===== src/design/fscg_pkg.sv =====
package fscg_pkg;
   // ***************************************************************
   // Register map and fields
   // ***************************************************************
   localparam int ADDR_W = 4;
   localparam int DATA_W = 8;
   localparam logic [3:0] ADDR_CTRL = 4'h0;
   localparam logic [3:0] ADDR_WUPT = 4'h1;
   localparam logic [3:0] ADDR_TRIM = 4'h2;
   localparam logic [3:0] ADDR_DIV = 4'h3;
   localparam logic [3:0] ADDR_ISTAT = 4'h4;
   localparam logic [3:0] ADDR_IMASK = 4'h5;
   localparam int CTRL_SEL_BIT = 0;
   localparam int CTRL_EN_BIT = 1;
   localparam int CTRL_LOCK_BIT = 7;
   localparam int WUPT_SEL_BIT = 0;
   localparam logic [2:0] CORE_DIV_RESET = 3'h4;
   localparam logic [2:0] OUT_DIV_RESET = 3'h4;
   localparam logic [7:0] TRIM_RESET = 8'h00;
   localparam int IRQ_W = 3;
   localparam int IRQ_LOCK = 0;
   localparam int IRQ_READY = 1;
   localparam int IRQ_WAKE = 2;
   // ***************************************************************
   // Timing
   // ***************************************************************
   localparam int CLK_FREQ_KHZ = 40000;
   localparam int STAB_TIME_US = 2500;
   localparam int EARLY_TIME_US = 30;
   localparam int RAMP_TIME_US = 2000;
   localparam int STAB_CYC = STAB_TIME_US * CLK_FREQ_KHZ / 1000;
   localparam int EARLY_CYC = EARLY_TIME_US * CLK_FREQ_KHZ / 1000;
   localparam int RAMP_CYC = RAMP_TIME_US * CLK_FREQ_KHZ / 1000;
   localparam int STAB_CNT_W = 20;
   localparam int BOOT_SLOW_CNT = 512;
   localparam int RESUME_SLOW_CNT = 8;
   localparam int SLOW_CNT_W = 10;
   localparam int WDT_DIV_W = 5;
   localparam int FDIV_W = 5;
   // ***************************************************************
   // Types
   // ***************************************************************
   typedef enum logic [1:0] {
      FSCG_PM_RUN = 2'b00,
      FSCG_PM_HALT = 2'b01,
      FSCG_PM_FHALT = 2'b10,
      FSCG_PM_STOP = 2'b11
   } fscg_pmode_e;
   typedef enum logic [1:0] {
      FSCG_ST_BOOT = 2'b00,
      FSCG_ST_RUN = 2'b01,
      FSCG_ST_STOP = 2'b10,
      FSCG_ST_RESUME = 2'b11
   } fscg_state_e;
endpackage : fscg_pkg


===== src/design/fscg_top.sv =====
// Function
// Select bit 0 runs core clock from slow clock, 1 from divided fast clock.
// Fast oscillator enable resets to 0 (stopped); 1 starts the oscillator.
// Lock flag is read-only: 1 when PLL is stable, else 0.
// Wake-up time register takes writes only while the oscillator is stopped.
// Software writes zero to reserved wake-up time bits.
// Wake-up select 0 supplies fast clock after 2.5 ms, 1 after 30 us.
// Early supply: frequency ramps and is on target within 2 ms.
// At power-up slow clock is selected and CPU waits 512 slow cycles.
// After stop release the CPU resumes after 8 slow cycles.
// PLL runs from slow clock; fast clock appears after a stabilisation count.
// PLL stops in fast-halt, stop and deep-stop modes; the code has fast-halt and stop only, no deep-stop mode.
// Fast clock wake-up from stop takes at least 8 slow cycles.
// Fast clock frequency is fixed at 32, 24 or 16 MHz by option.
// Fast clock can be routed out to a port pin.
// Watchdog clock is slow clock divided to 1.024 kHz or its own RC.
// Watchdog clock stops in stop; returns after one watchdog RC cycle.
// Software-writable trim register adjusts the slow RC oscillator.
// While the oscillator is disabled the select bit is forced to 0.
// Core divider select divides the fast clock by 1, 2, 4, 8, 16 or 32.
//
// The implementer's own choices: the address map and strobed register access.
module fscg_top #(
   parameter int STAB_CYCLES = fscg_pkg::STAB_CYC,
   parameter int RAMP_CYCLES = fscg_pkg::RAMP_CYC
) (
   input wire logic clk, // 40 MHz system clock
   input wire logic rst_n, // asynchronous reset
   input wire logic [fscg_pkg::ADDR_W-1:0] addr, // register address
   input wire logic [fscg_pkg::DATA_W-1:0] wr_data, // write data
   input wire logic wr_en, // write strobe
   input wire logic rd_en, // read strobe
   output logic [fscg_pkg::DATA_W-1:0] rd_data, // read data, next cycle
   input wire fscg_pkg::fscg_pmode_e power_mode, // requested power mode
   input wire logic [1:0] pll_mode_opt, // PLL frequency option strap
   input wire logic wdt_src_opt, // watchdog source option strap
   input wire logic slow_clock, // slow RC oscillator pin
   input wire logic pll_clock, // raw PLL oscillator output
   input wire logic watchdog_rc_clock, // watchdog RC oscillator
   output logic core_clock, // core clock
   output logic cpu_run, // CPU may execute
   output logic pll_enable, // PLL oscillator run request
   output logic [1:0] pll_freq_sel, // PLL frequency setting
   output logic fast_clock_output, // fast clock to port pin
   output logic watchdog_clock, // watchdog operating clock
   output logic [7:0] slow_rc_trim, // slow RC trim value
   output logic irq // interrupt, level
);
   import fscg_pkg::*;

   // ***************************************************************
   // Reset and synchronisers
   // ***************************************************************
   logic [1:0] rst_sync_q;
   logic rst_sys_n;
   logic [2:0] pin_s1_q;
   logic [2:0] pin_s2_q;
   logic [2:0] pin_s3_q;
   logic slow_rise;
   logic fast_rise;
   logic wrc_rise;

   always_ff @(posedge clk or negedge rst_n) begin
      if (!rst_n) begin
         rst_sync_q <= 2'b00;
      end else begin
         rst_sync_q <= {rst_sync_q[0], 1'b1};
      end
   end
   assign rst_sys_n = rst_sync_q[1];

   // Clocks from outside are only sampled here, so a PLL output close to the
   // 40 MHz rate is reproduced coarsely; edges only count correctly for clocks well below 20 MHz.
   always_ff @(posedge clk or negedge rst_sys_n) begin
      if (!rst_sys_n) begin
         pin_s1_q <= 3'h0;
         pin_s2_q <= 3'h0;
         pin_s3_q <= 3'h0;
      end else begin
         pin_s1_q <= {watchdog_rc_clock, pll_clock, slow_clock};
         pin_s2_q <= pin_s1_q;
         pin_s3_q <= pin_s2_q;
      end
   end
   assign slow_rise = pin_s2_q[0] & ~pin_s3_q[0];
   assign fast_rise = pin_s2_q[1] & ~pin_s3_q[1];
   assign wrc_rise = pin_s2_q[2] & ~pin_s3_q[2];

   // ***************************************************************
   // Registers
   // ***************************************************************
   logic sel_q;
   logic en_q;
   logic wake_sel_q;
   logic [7:0] trim_q;
   logic [2:0] core_div_q;
   logic [2:0] out_div_q;
   logic [IRQ_W-1:0] stat_q;
   logic [IRQ_W-1:0] mask_q;
   logic [IRQ_W-1:0] evt;
   logic lock_q;
   logic ready_q;
   logic wake_evt_q;
   logic lock_dly_q;
   logic ready_dly_q;
   logic wr_ctrl;
   logic wr_isr;

   assign wr_ctrl = wr_en && (addr == ADDR_CTRL);
   assign wr_isr = wr_en && (addr == ADDR_ISTAT);

   always_ff @(posedge clk or negedge rst_sys_n) begin
      if (!rst_sys_n) begin
         en_q <= 1'b0;
         sel_q <= 1'b0;
      end else if (wr_ctrl) begin
         en_q <= wr_data[CTRL_EN_BIT];
         sel_q <= wr_data[CTRL_SEL_BIT] & wr_data[CTRL_EN_BIT];
      end
   end

   always_ff @(posedge clk or negedge rst_sys_n) begin
      if (!rst_sys_n) begin
         wake_sel_q <= 1'b0;
      end else if (wr_en && addr == ADDR_WUPT && !en_q) begin
         wake_sel_q <= wr_data[WUPT_SEL_BIT];
      end
   end

   always_ff @(posedge clk or negedge rst_sys_n) begin
      if (!rst_sys_n) begin
         trim_q <= TRIM_RESET;
         core_div_q <= CORE_DIV_RESET;
         out_div_q <= OUT_DIV_RESET;
         mask_q <= '0;
      end else if (wr_en) begin
         if (addr == ADDR_TRIM) begin
            trim_q <= wr_data;
         end
         if (addr == ADDR_DIV) begin
            core_div_q <= wr_data[2:0];
            out_div_q <= wr_data[6:4];
         end
         if (addr == ADDR_IMASK) begin
            mask_q <= wr_data[IRQ_W-1:0];
         end
      end
   end

   assign evt = {wake_evt_q, ready_q & ~ready_dly_q, lock_q & ~lock_dly_q};

   // A new event in the cycle of its clearing write stays set.
   always_ff @(posedge clk or negedge rst_sys_n) begin
      if (!rst_sys_n) begin
         stat_q <= '0;
         lock_dly_q <= 1'b0;
         ready_dly_q <= 1'b0;
         irq <= 1'b0;
      end else begin
         stat_q <= (stat_q & ~(wr_isr ? wr_data[IRQ_W-1:0] : '0)) | evt;
         lock_dly_q <= lock_q;
         ready_dly_q <= ready_q;
         irq <= |(stat_q & mask_q);
      end
   end

   always_ff @(posedge clk or negedge rst_sys_n) begin
      if (!rst_sys_n) begin
         rd_data <= '0;
      end else if (!rd_en) begin
         rd_data <= '0;
      end else begin
         unique case (addr)
            ADDR_CTRL: rd_data <= {lock_q, 5'h00, en_q, sel_q};
            ADDR_WUPT: rd_data <= {7'h00, wake_sel_q};
            ADDR_TRIM: rd_data <= trim_q;
            ADDR_DIV: rd_data <= {1'b0, out_div_q, 1'b0, core_div_q};
            ADDR_ISTAT: rd_data <= {5'h00, stat_q};
            ADDR_IMASK: rd_data <= {5'h00, mask_q};
            default: rd_data <= '0;
         endcase
      end
   end

   // ***************************************************************
   // Option straps
   // ***************************************************************
   logic opt_done_q;
   logic wdt_src_q;

   always_ff @(posedge clk or negedge rst_sys_n) begin
      if (!rst_sys_n) begin
         opt_done_q <= 1'b0;
         pll_freq_sel <= 2'b00;
         wdt_src_q <= 1'b0;
      end else if (!opt_done_q) begin
         opt_done_q <= 1'b1;
         pll_freq_sel <= pll_mode_opt;
         wdt_src_q <= wdt_src_opt;
      end
   end

   // ***************************************************************
   // Power sequencing
   // ***************************************************************
   fscg_state_e state_q;
   logic [SLOW_CNT_W-1:0] slow_cnt_q;

   always_ff @(posedge clk or negedge rst_sys_n) begin
      if (!rst_sys_n) begin
         state_q <= FSCG_ST_BOOT;
         slow_cnt_q <= '0;
         wake_evt_q <= 1'b0;
      end else begin
         wake_evt_q <= 1'b0;
         unique case (state_q)
            FSCG_ST_BOOT: begin
               if (slow_rise) begin
                  if (slow_cnt_q == SLOW_CNT_W'(BOOT_SLOW_CNT - 1)) begin
                     state_q <= FSCG_ST_RUN;
                     slow_cnt_q <= '0;
                  end else begin
                     slow_cnt_q <= slow_cnt_q + 1'b1;
                  end
               end
            end
            FSCG_ST_RUN: begin
               if (power_mode == FSCG_PM_STOP) begin
                  state_q <= FSCG_ST_STOP;
               end
            end
            FSCG_ST_STOP: begin
               if (power_mode != FSCG_PM_STOP) begin
                  state_q <= FSCG_ST_RESUME;
                  slow_cnt_q <= '0;
               end
            end
            FSCG_ST_RESUME: begin
               if (slow_rise) begin
                  if (slow_cnt_q == SLOW_CNT_W'(RESUME_SLOW_CNT - 1)) begin
                     state_q <= FSCG_ST_RUN;
                     slow_cnt_q <= '0;
                     wake_evt_q <= 1'b1;
                  end else begin
                     slow_cnt_q <= slow_cnt_q + 1'b1;
                  end
               end
            end
         endcase
      end
   end

   always_ff @(posedge clk or negedge rst_sys_n) begin
      if (!rst_sys_n) begin
         cpu_run <= 1'b0;
      end else begin
         cpu_run <= (state_q == FSCG_ST_RUN);
      end
   end

   // ***************************************************************
   // PLL control
   // ***************************************************************
   logic [STAB_CNT_W-1:0] stab_cnt_q;

   // The PLL only restarts once the resume count has run, so a fast
   // wake-up from stop can never beat the slow-clock count.
   always_ff @(posedge clk or negedge rst_sys_n) begin
      if (!rst_sys_n) begin
         pll_enable <= 1'b0;
      end else begin
         pll_enable <= en_q && state_q == FSCG_ST_RUN
            && power_mode != FSCG_PM_FHALT && power_mode != FSCG_PM_STOP;
      end
   end

   always_ff @(posedge clk or negedge rst_sys_n) begin
      if (!rst_sys_n) begin
         stab_cnt_q <= '0;
      end else if (!pll_enable) begin
         stab_cnt_q <= '0;
      end else if (stab_cnt_q != '1) begin
         stab_cnt_q <= stab_cnt_q + 1'b1;
      end
   end

   always_ff @(posedge clk or negedge rst_sys_n) begin
      if (!rst_sys_n) begin
         lock_q <= 1'b0;
         ready_q <= 1'b0;
      end else begin
         lock_q <= pll_enable && stab_cnt_q >= (wake_sel_q ?
            STAB_CNT_W'(RAMP_CYCLES) : STAB_CNT_W'(STAB_CYCLES));
         ready_q <= pll_enable && stab_cnt_q >= (wake_sel_q ?
            STAB_CNT_W'(EARLY_CYC) : STAB_CNT_W'(STAB_CYCLES));
      end
   end

   // ***************************************************************
   // Clock outputs
   // ***************************************************************
   logic [FDIV_W-1:0] fdiv_q;
   logic [WDT_DIV_W-1:0] wdiv_q;
   logic wdt_on_q;

   function automatic logic div_pick(input logic [2:0] code, input logic [FDIV_W-1:0] cnt,
                                     input logic lvl);
      unique case (code)
         3'h0: div_pick = lvl;
         3'h1: div_pick = cnt[0];
         3'h2: div_pick = cnt[1];
         3'h3: div_pick = cnt[2];
         3'h4: div_pick = cnt[3];
         default: div_pick = cnt[4];
      endcase
   endfunction : div_pick

   always_ff @(posedge clk or negedge rst_sys_n) begin
      if (!rst_sys_n) begin
         fdiv_q <= '0;
         wdiv_q <= '0;
      end else begin
         if (fast_rise && ready_q) begin
            fdiv_q <= fdiv_q + 1'b1;
         end
         if (slow_rise) begin
            wdiv_q <= wdiv_q + 1'b1;
         end
      end
   end

   always_ff @(posedge clk or negedge rst_sys_n) begin
      if (!rst_sys_n) begin
         core_clock <= 1'b0;
         fast_clock_output <= 1'b0;
      end else begin
         core_clock <= (sel_q && ready_q) ?
            div_pick(core_div_q, fdiv_q, pin_s2_q[1]) : pin_s2_q[0];
         fast_clock_output <= ready_q && out_div_q != 3'h0 && out_div_q <= 3'h5
            && div_pick(out_div_q, fdiv_q, pin_s2_q[1]);
      end
   end

   always_ff @(posedge clk or negedge rst_sys_n) begin
      if (!rst_sys_n) begin
         wdt_on_q <= 1'b0;
         watchdog_clock <= 1'b0;
      end else begin
         if (state_q == FSCG_ST_STOP) begin
            wdt_on_q <= 1'b0;
         end else if (wrc_rise) begin
            wdt_on_q <= 1'b1;
         end
         watchdog_clock <= wdt_on_q && state_q != FSCG_ST_STOP
            && (wdt_src_q ? pin_s2_q[2] : wdiv_q[WDT_DIV_W-1]);
      end
   end

   assign slow_rc_trim = trim_q;

   // ***************************************************************
   // Assertions
   // ***************************************************************
   sel_forced_a: assert property (@(posedge clk) disable iff (!rst_sys_n)
      !en_q |-> !sel_q) else $error("select set while oscillator off");
   lock_cause_a: assert property (@(posedge clk) disable iff (!rst_sys_n)
      lock_q |-> $past(pll_enable)) else $error("lock without running PLL");
   wupt_hold_a: assert property (@(posedge clk) disable iff (!rst_sys_n)
      en_q |=> $stable(wake_sel_q)) else $error("wake-up time changed while running");
   boot_hold_a: assert property (@(posedge clk) disable iff (!rst_sys_n)
      (state_q == FSCG_ST_BOOT) |=> !cpu_run) else $error("CPU ran during boot");
   resume_hold_a: assert property (@(posedge clk) disable iff (!rst_sys_n)
      (state_q == FSCG_ST_STOP && power_mode != FSCG_PM_STOP) |=> !cpu_run [*8])
      else $error("CPU resumed too early");
   pll_halt_a: assert property (@(posedge clk) disable iff (!rst_sys_n)
      (power_mode == FSCG_PM_FHALT || power_mode == FSCG_PM_STOP) |=> !pll_enable)
      else $error("PLL left running in low-power mode");
   early_ready_a: assert property (@(posedge clk) disable iff (!rst_sys_n)
      (pll_enable && wake_sel_q && stab_cnt_q == STAB_CNT_W'(EARLY_CYC)) |=> ready_q)
      else $error("early supply missed");
   core_slow_a: assert property (@(posedge clk) disable iff (!rst_sys_n)
      !(sel_q && ready_q) |=> core_clock == $past(pin_s2_q[0]))
      else $error("core clock not from slow clock");
   wdt_stop_a: assert property (@(posedge clk) disable iff (!rst_sys_n)
      (state_q == FSCG_ST_STOP) |=> !watchdog_clock) else $error("watchdog clock in stop");
   irq_level_a: assert property (@(posedge clk) disable iff (!rst_sys_n)
      ##1 irq == |($past(stat_q) & $past(mask_q))) else $error("interrupt level wrong");
endmodule : fscg_top


===== config.mk =====
export PLATFORM = sky130hd
export DESIGN_NAME = fscg_top
export DESIGN_NICKNAME = d
export VERILOG_FILES = /design/src/design/fscg_pkg.sv /design/src/design/fscg_top.sv
export SDC_FILE = /design/constraint.sdc
export NUM_CORES = 1
export LEC_CHECK = 0
export CAP_MARGIN = 10
export CORE_ASPECT_RATIO = 1.4
export CORE_UTILIZATION = 63
export DETAILED_ROUTE_END_ITERATION = 10
export DONT_BUFFER_PORTS = 1
export GPL_ROUTABILITY_DRIVEN = 1
export PLACE_DENSITY = 0.79
export SKIP_LAST_GASP = 1
export SYNTH_ARGS = -nofsm -noshare
export SYNTH_HDL_FRONTEND = slang
export SYNTH_SLANG_ARGS = --single-unit

===== constraint.sdc =====
create_clock -name clk -period 3.73 [get_ports clk]
set_input_delay 0.1865 -clock clk [delete_from_list [all_inputs] [get_ports clk]]
set_output_delay 0.1865 -clock clk [all_outputs]
set_load 0.01 [all_outputs]

### Word-level counts from Yosys, hierarchy flattened

Index checks and enable logic that the tools add are counted.

* bits in registers: 100
* logic and storage cells: 144
* input port bits: 24
* output and inout bits: 24

* reduce and logical (&&, ||, !) cells: 30
* eq/ne operators: 30
* order comparisons: 3
* bitwise gates (word level): 15
* add/subtract/negate cells: 4
* muxes and demuxes: 29

Operators with widths (number)
* $mux 10: 5
* $pmux 8 s6: 1
* $ge 20x17->1: 2
* $mux 20: 2
* $pmux 10 s3: 1
* $add 20x1->20 const B: 1
* $ne 20x20->1 const B: 1
* $ne 2x2->1 const B: 9
* $mux 17: 1
* $logic_and 1x1->1: 16
* $mux 16: 1
* $eq 3x2->1 const B: 4
* $mux 2: 6
* $add 10x1->10 const B: 1
* $add 5x1->5 const B: 2
* $eq 10x3->1 const B: 1
* $eq 10x9->1 const B: 1
* $pmux 1 s5: 2
* $eq 4x2->1 const B: 2
* $eq 4x3->1 const B: 2
* $mux 8: 1
* $pmux 2 s4: 1
* $mux 1: 7
* $and 1x1->1: 6
* other kinds (22): 35

### Depth between registers and ports, before layout

* word-level depth: 6
* depth in mapped cells: 7
* gate-level depth less buffers: 6

### Worst setup path after synthesis

Ideal clock, no wire load.

* path type: register to register
* from: reg slow_cnt_q[0]
* to: reg state_q[1]
* library setup time: 0.125 ns
* path buffers: 0
* data required time: 3.605 ns
* arrival: 1.839 ns
* cell stages (with the launch flop): 6
* slack: 1.766 ns
* period minus slack after synthesis: 1.964 ns
* path through: dfrtp_1 > ha_1 > nand3_2 > or3_1 > a2111o_1 > mux2_4

* longest elaborated chain between the ends: 3
* elaborated cells on any way between the ends: 5
* those cells by class: 4 x eq/ne; 1 x reduce/logical

RTL lines
* start, declared: RTL line fscg_top.sv:207 `logic [SLOW_CNT_W-1:0] slow_cnt_q;`
* start signal, assigned: RTL line fscg_top.sv:223 `slow_cnt_q <= slow_cnt_q + 1'b1;`
* start signal, assigned: RTL line fscg_top.sv:245 `slow_cnt_q <= slow_cnt_q + 1'b1;`
* $eq 10x3->1 / $eq 10x9->1 (equally long branches): RTL line fscg_top.sv:240, fscg_top.sv:219
* $ne 2x2->1 (no line)
* $reduce_and 6->1 (no line) *
* end signal, assigned: RTL line fscg_top.sv:229 `state_q <= FSCG_ST_STOP;`
* end signal, assigned: RTL line fscg_top.sv:234 `state_q <= FSCG_ST_RESUME;`
* end signal, assigned: RTL line fscg_top.sv:241 `state_q <= FSCG_ST_RUN;`
* end, declared: RTL line fscg_top.sv:206 `fscg_state_e state_q;`

Every way passes the cells marked *; elsewhere a longest branch is shown, timed or not.
A chain may end at the register's enable or synchronous reset.

### Worst setup path after layout

* from: reg state_q[0]
* to: reg slow_cnt_q[4]

* longest elaborated chain between the ends: 3
* elaborated cells on any way between the ends: 9
* those cells by class: 5 x eq/ne; 1 x mux; 3 x reduce/logical

RTL lines
* start signal, assigned: RTL line fscg_top.sv:211 `state_q <= FSCG_ST_BOOT;`
* start signal, assigned: RTL line fscg_top.sv:220 `state_q <= FSCG_ST_RUN;`
* start signal, assigned: RTL line fscg_top.sv:229
* $eq 2x2->1 / $logic_not 2->1 (equally long branches): RTL line fscg_top.sv:216 `unique case (state_q)`
* $ne 2x2->1 (no line) / $reduce_bool 3->1 (equally long branches)
* $reduce_and 4->1 (no line)

Several ways; a longest one is shown, not always the timed one.

==> results.md <==
- Layout cells sized above 1: 0.113
- Height of the die: 106 microns
- Worst-skew pair later-pin latency: 0.37 ns
- Syn Area/Cell: 10.7 sq um
- Post-Syn Area: 4890 sq um
- Main synth FF type: dfrtp_1
- Sum Neg Setup Slack: 0 ns
- Fmax: 437 MHz
- Die Width: 76.4 microns
- Synth top area share: 0.502
- Global route overflow: 0
- Worst EP arrival: 2.55 ns
- Ports: 48
- Post-route setup slack: 1.44 ns
- Htree depth: 3
- Final routed DRC violation total: 0
- Combinational family with the most area after synthesis: simple AND/OR/NAND/NOR gates
- Buffers on Ports: 0
- Critical Path RT: 3.99 ns
- DRT Pass-1 Iters: 4
- Top cells by count, synth: dfrtp_1, nand2_1, mux2_2
- Setup violations, final: 0
- WHS: 0.00498 ns
- Max-cap viol count: 0
- Internal power: 1880 uW
- CTS sink cnt: 100
- Unrepaired setup endpoints after global routing: no
- Vias: 3622
- DR WL/cell: 17.5 microns
- Pin count of the biggest net entering global routing: 73
- Seq/Total Area, Yosys: 0.513
- First-pass GRT wire length: 17100 microns
- Overall routing resource usage: 0.270
- Total Wirelength: 10000 microns
- Max VDD drop: 0.311 mV
- Dpl hpwl: 6930 microns
- Critical Path Max Stage Delay: 0.86 ns
- HP Class: in2reg
- Worst path slowest cell: o21ai_1
- Mux contribution to synthesized area: 0.0942
- Switch Pwr: 904 uW
- Area share of xor/xnor cells in the synthesized design: 0.0143
- Post-DRT Antenna Nets: 0
- Clock skew: 0.00424 ns
- Initial antenna violation count: 0
- Count of cell types in the netlist: 59
- Initial Util: 0.656
- Fin nets: 515
- Ys async rst share: 1.00
- Combinational Power Share: 0.225
- Final Hold Viols: 0
- Fin crit share: 0.614
- Worst Hold Depth: 2
- Critical path endpoint category: flip-flop
- Sw Ratio: 0.325
- Number of vias per cell: 6.31
- Tot Pwr: 2780 uW
- Pwr per Cell Area: 520 nW/um^2
- Seq pwr share: 0.523
- Post-Syn Instances: 455
- Critical path, cell by cell: inv_1, ha_1, nor2_1, o21ai_1, o21ai_0, a22o_1
- Critical Path Fanout Max: 19
- Simple-gate share of the synthesized area: 0.165
- Pleak: 0.00231 uW
- Number of DRC markers in iteration 0: 194
- Synthesized flop and latch total: 100
- Synth Area in Compound Gates: 0.134
- DIE AREA: 8120 sq um
- Number of flops mapped to enable cells by yosys: 0
- Num CTS Buffers: 9
- Cell taking the most area after synthesis: dfrtp_1
- CTS tree: yes
- Clock buffer depth: 2
- Max-slew violation count: 0
- Reg2reg path depth: 6
- Final min period: 2.29 ns
- Worst-Margin Slew: 1.12 ns
- YS warnings: 0
- Core ar.: 7450 sq um
- Routability Congestion: 0.856
- Clock share of power: 0.252
- Relative slew slack: 0.252
- Reg clk slew, reported paths: 0.09 ns
- Crit Path Class: reg2reg
- Most frequent cell after synthesis: dfrtp_1
- Post-route insts no fill: 574
- Antenna fix cells: 0
- Layout area overhead: 9.58%
- Fillers: 534
- Vias in the first global route: 3575
- CP Launch Type: flip-flop
- Top cells by area, synth: dfrtp_1, mux2_2, ha_1
- DP Cell Count: 540
- Clk root buf: clkbuf_8
- Site row count: 37
- Place WS: 1.44 ns
- Status: completed
- Synth Area in Adders: 0.0486
kinds of logic (layout without fill, tap and decap cells):
family          after synthesis  after routing
flops                       100            100
other cells                   1              2
simple gates                150            150
buf+inv                      39             60
fa+ha+maj                    19             19
compound gates               97             97
xor+xnor                      8              8
mux                          41             41
sequential cells by signal (all words and copies together), names as in the netlist, 2 cells and up:
| register | flops |
|---|---|
| rd_data | 8 |
| stat_q | 3 |
| pll_freq_sel | 2 |
| pin_s2_q | 3 |
| slow_rc_trim | 8 |
| stab_cnt_q | 20 |
| wdiv_q | 5 |
| slow_cnt_q | 10 |
| out_div_q | 3 |
| mask_q | 3 |
| rst_sync_q | 2 |
| state_q | 2 |
| fdiv_q | 5 |
| pin_s3_q | 3 |
| core_div_q | 3 |
| pin_s1_q | 3 |
metal layers:
metal  GRT usage  up-vias  part of all wire
met2       0.483       93              0.53
met1       0.314     1806              0.40
li1            -     1698                 -
met3      0.0421       25             0.040
met4       0.132        0             0.029
met5           0        -                 0
cell usage in the layout (no fill, tap or decap), types with 4 or more instances in the layout:
cell,count
nand2b_1,9
nand3_1,17
o311ai_0,5
nor3_1,7
a21oi_1,18
nor2b_1,4
o21ai_0,24
or3_1,6
nor3b_1,4
ha_1,19
and3_1,6
xnor2_1,6
nand4_1,11
nor2_1,16
a22o_1,10
clkbuf_8,10
dlygate4sd3_1,18
nand2_1,46
a211oi_1,7
mux2_2,26
dfrtp_1,97
mux2i_1,13
inv_1,24
a22oi_1,6
a31oi_1,5
stage by stage:
| stage | util | cell area [sq um] |
|---|---|---|
| floorplan | - | 4890 |
| global placement | 0.667 | 4970 |
| detailed placement | 0.667 | 4970 |
| CTS | 0.718 | 5360 |
| global route | 0.718 | 5360 |
| finish | 0.718 | 5360 |
cell type report:
cell class / count / area [sq um] / area share
clock inverter: 5 / 61.3 / 0.0114
sequential: 100 / 2510 / 0.468
timing repair buffer: 20 / 195 / 0.0364
inverter: 24 / 90.1 / 0.0168
tap: 97 / 121 / 0.0227
clock buffer: 11 / 141 / 0.0264
multi-input combinational: 317 / 2240 / 0.418
power by group through the flow:
stage / registers, uW / clock network (uW) / logic (uW)
floorplan: 1420 / 0 / 498
global placement: 1460 / 0 / 565
detailed placement: 1470 / 0 / 608
CTS: 1460 / 710 / 628
global route: 1480 / 761 / 707
finish: 1450 / 703 / 625
final timing paths:
kind	from	end	slack [ns]
setup / recovery	state_q[0]	slow_cnt_q[4]	1.44
hold / removal	wr_data[0]	stat_q[0]	0.005
setup reg to reg	state_q[0]	slow_cnt_q[4]	1.44
hold reg to reg	pin_s1_q[2]	pin_s2_q[2]	0.36
max in group asynchronous	rst_sync_q[1]	fast_clock_output	2.38
min in group asynchronous	rst_n	rst_sync_q[1]	0.03
critical path, delay by kind of cell (launching register included):
kind,cells,cell delay (ns)
compound gates,3,1.33
flops,1,0.43
fa+ha+maj,1,0.20
buf+inv,1,0.13
simple gates,1,0.08
repair_timing:
item | in CTS | in global routing
endpoints found under the hold margin | 33 | 0
setup buffers | 0 | 0
resized for setup | 0 | 0
hold buffers | 18 | 0
(Power assumes the default switching activity.)
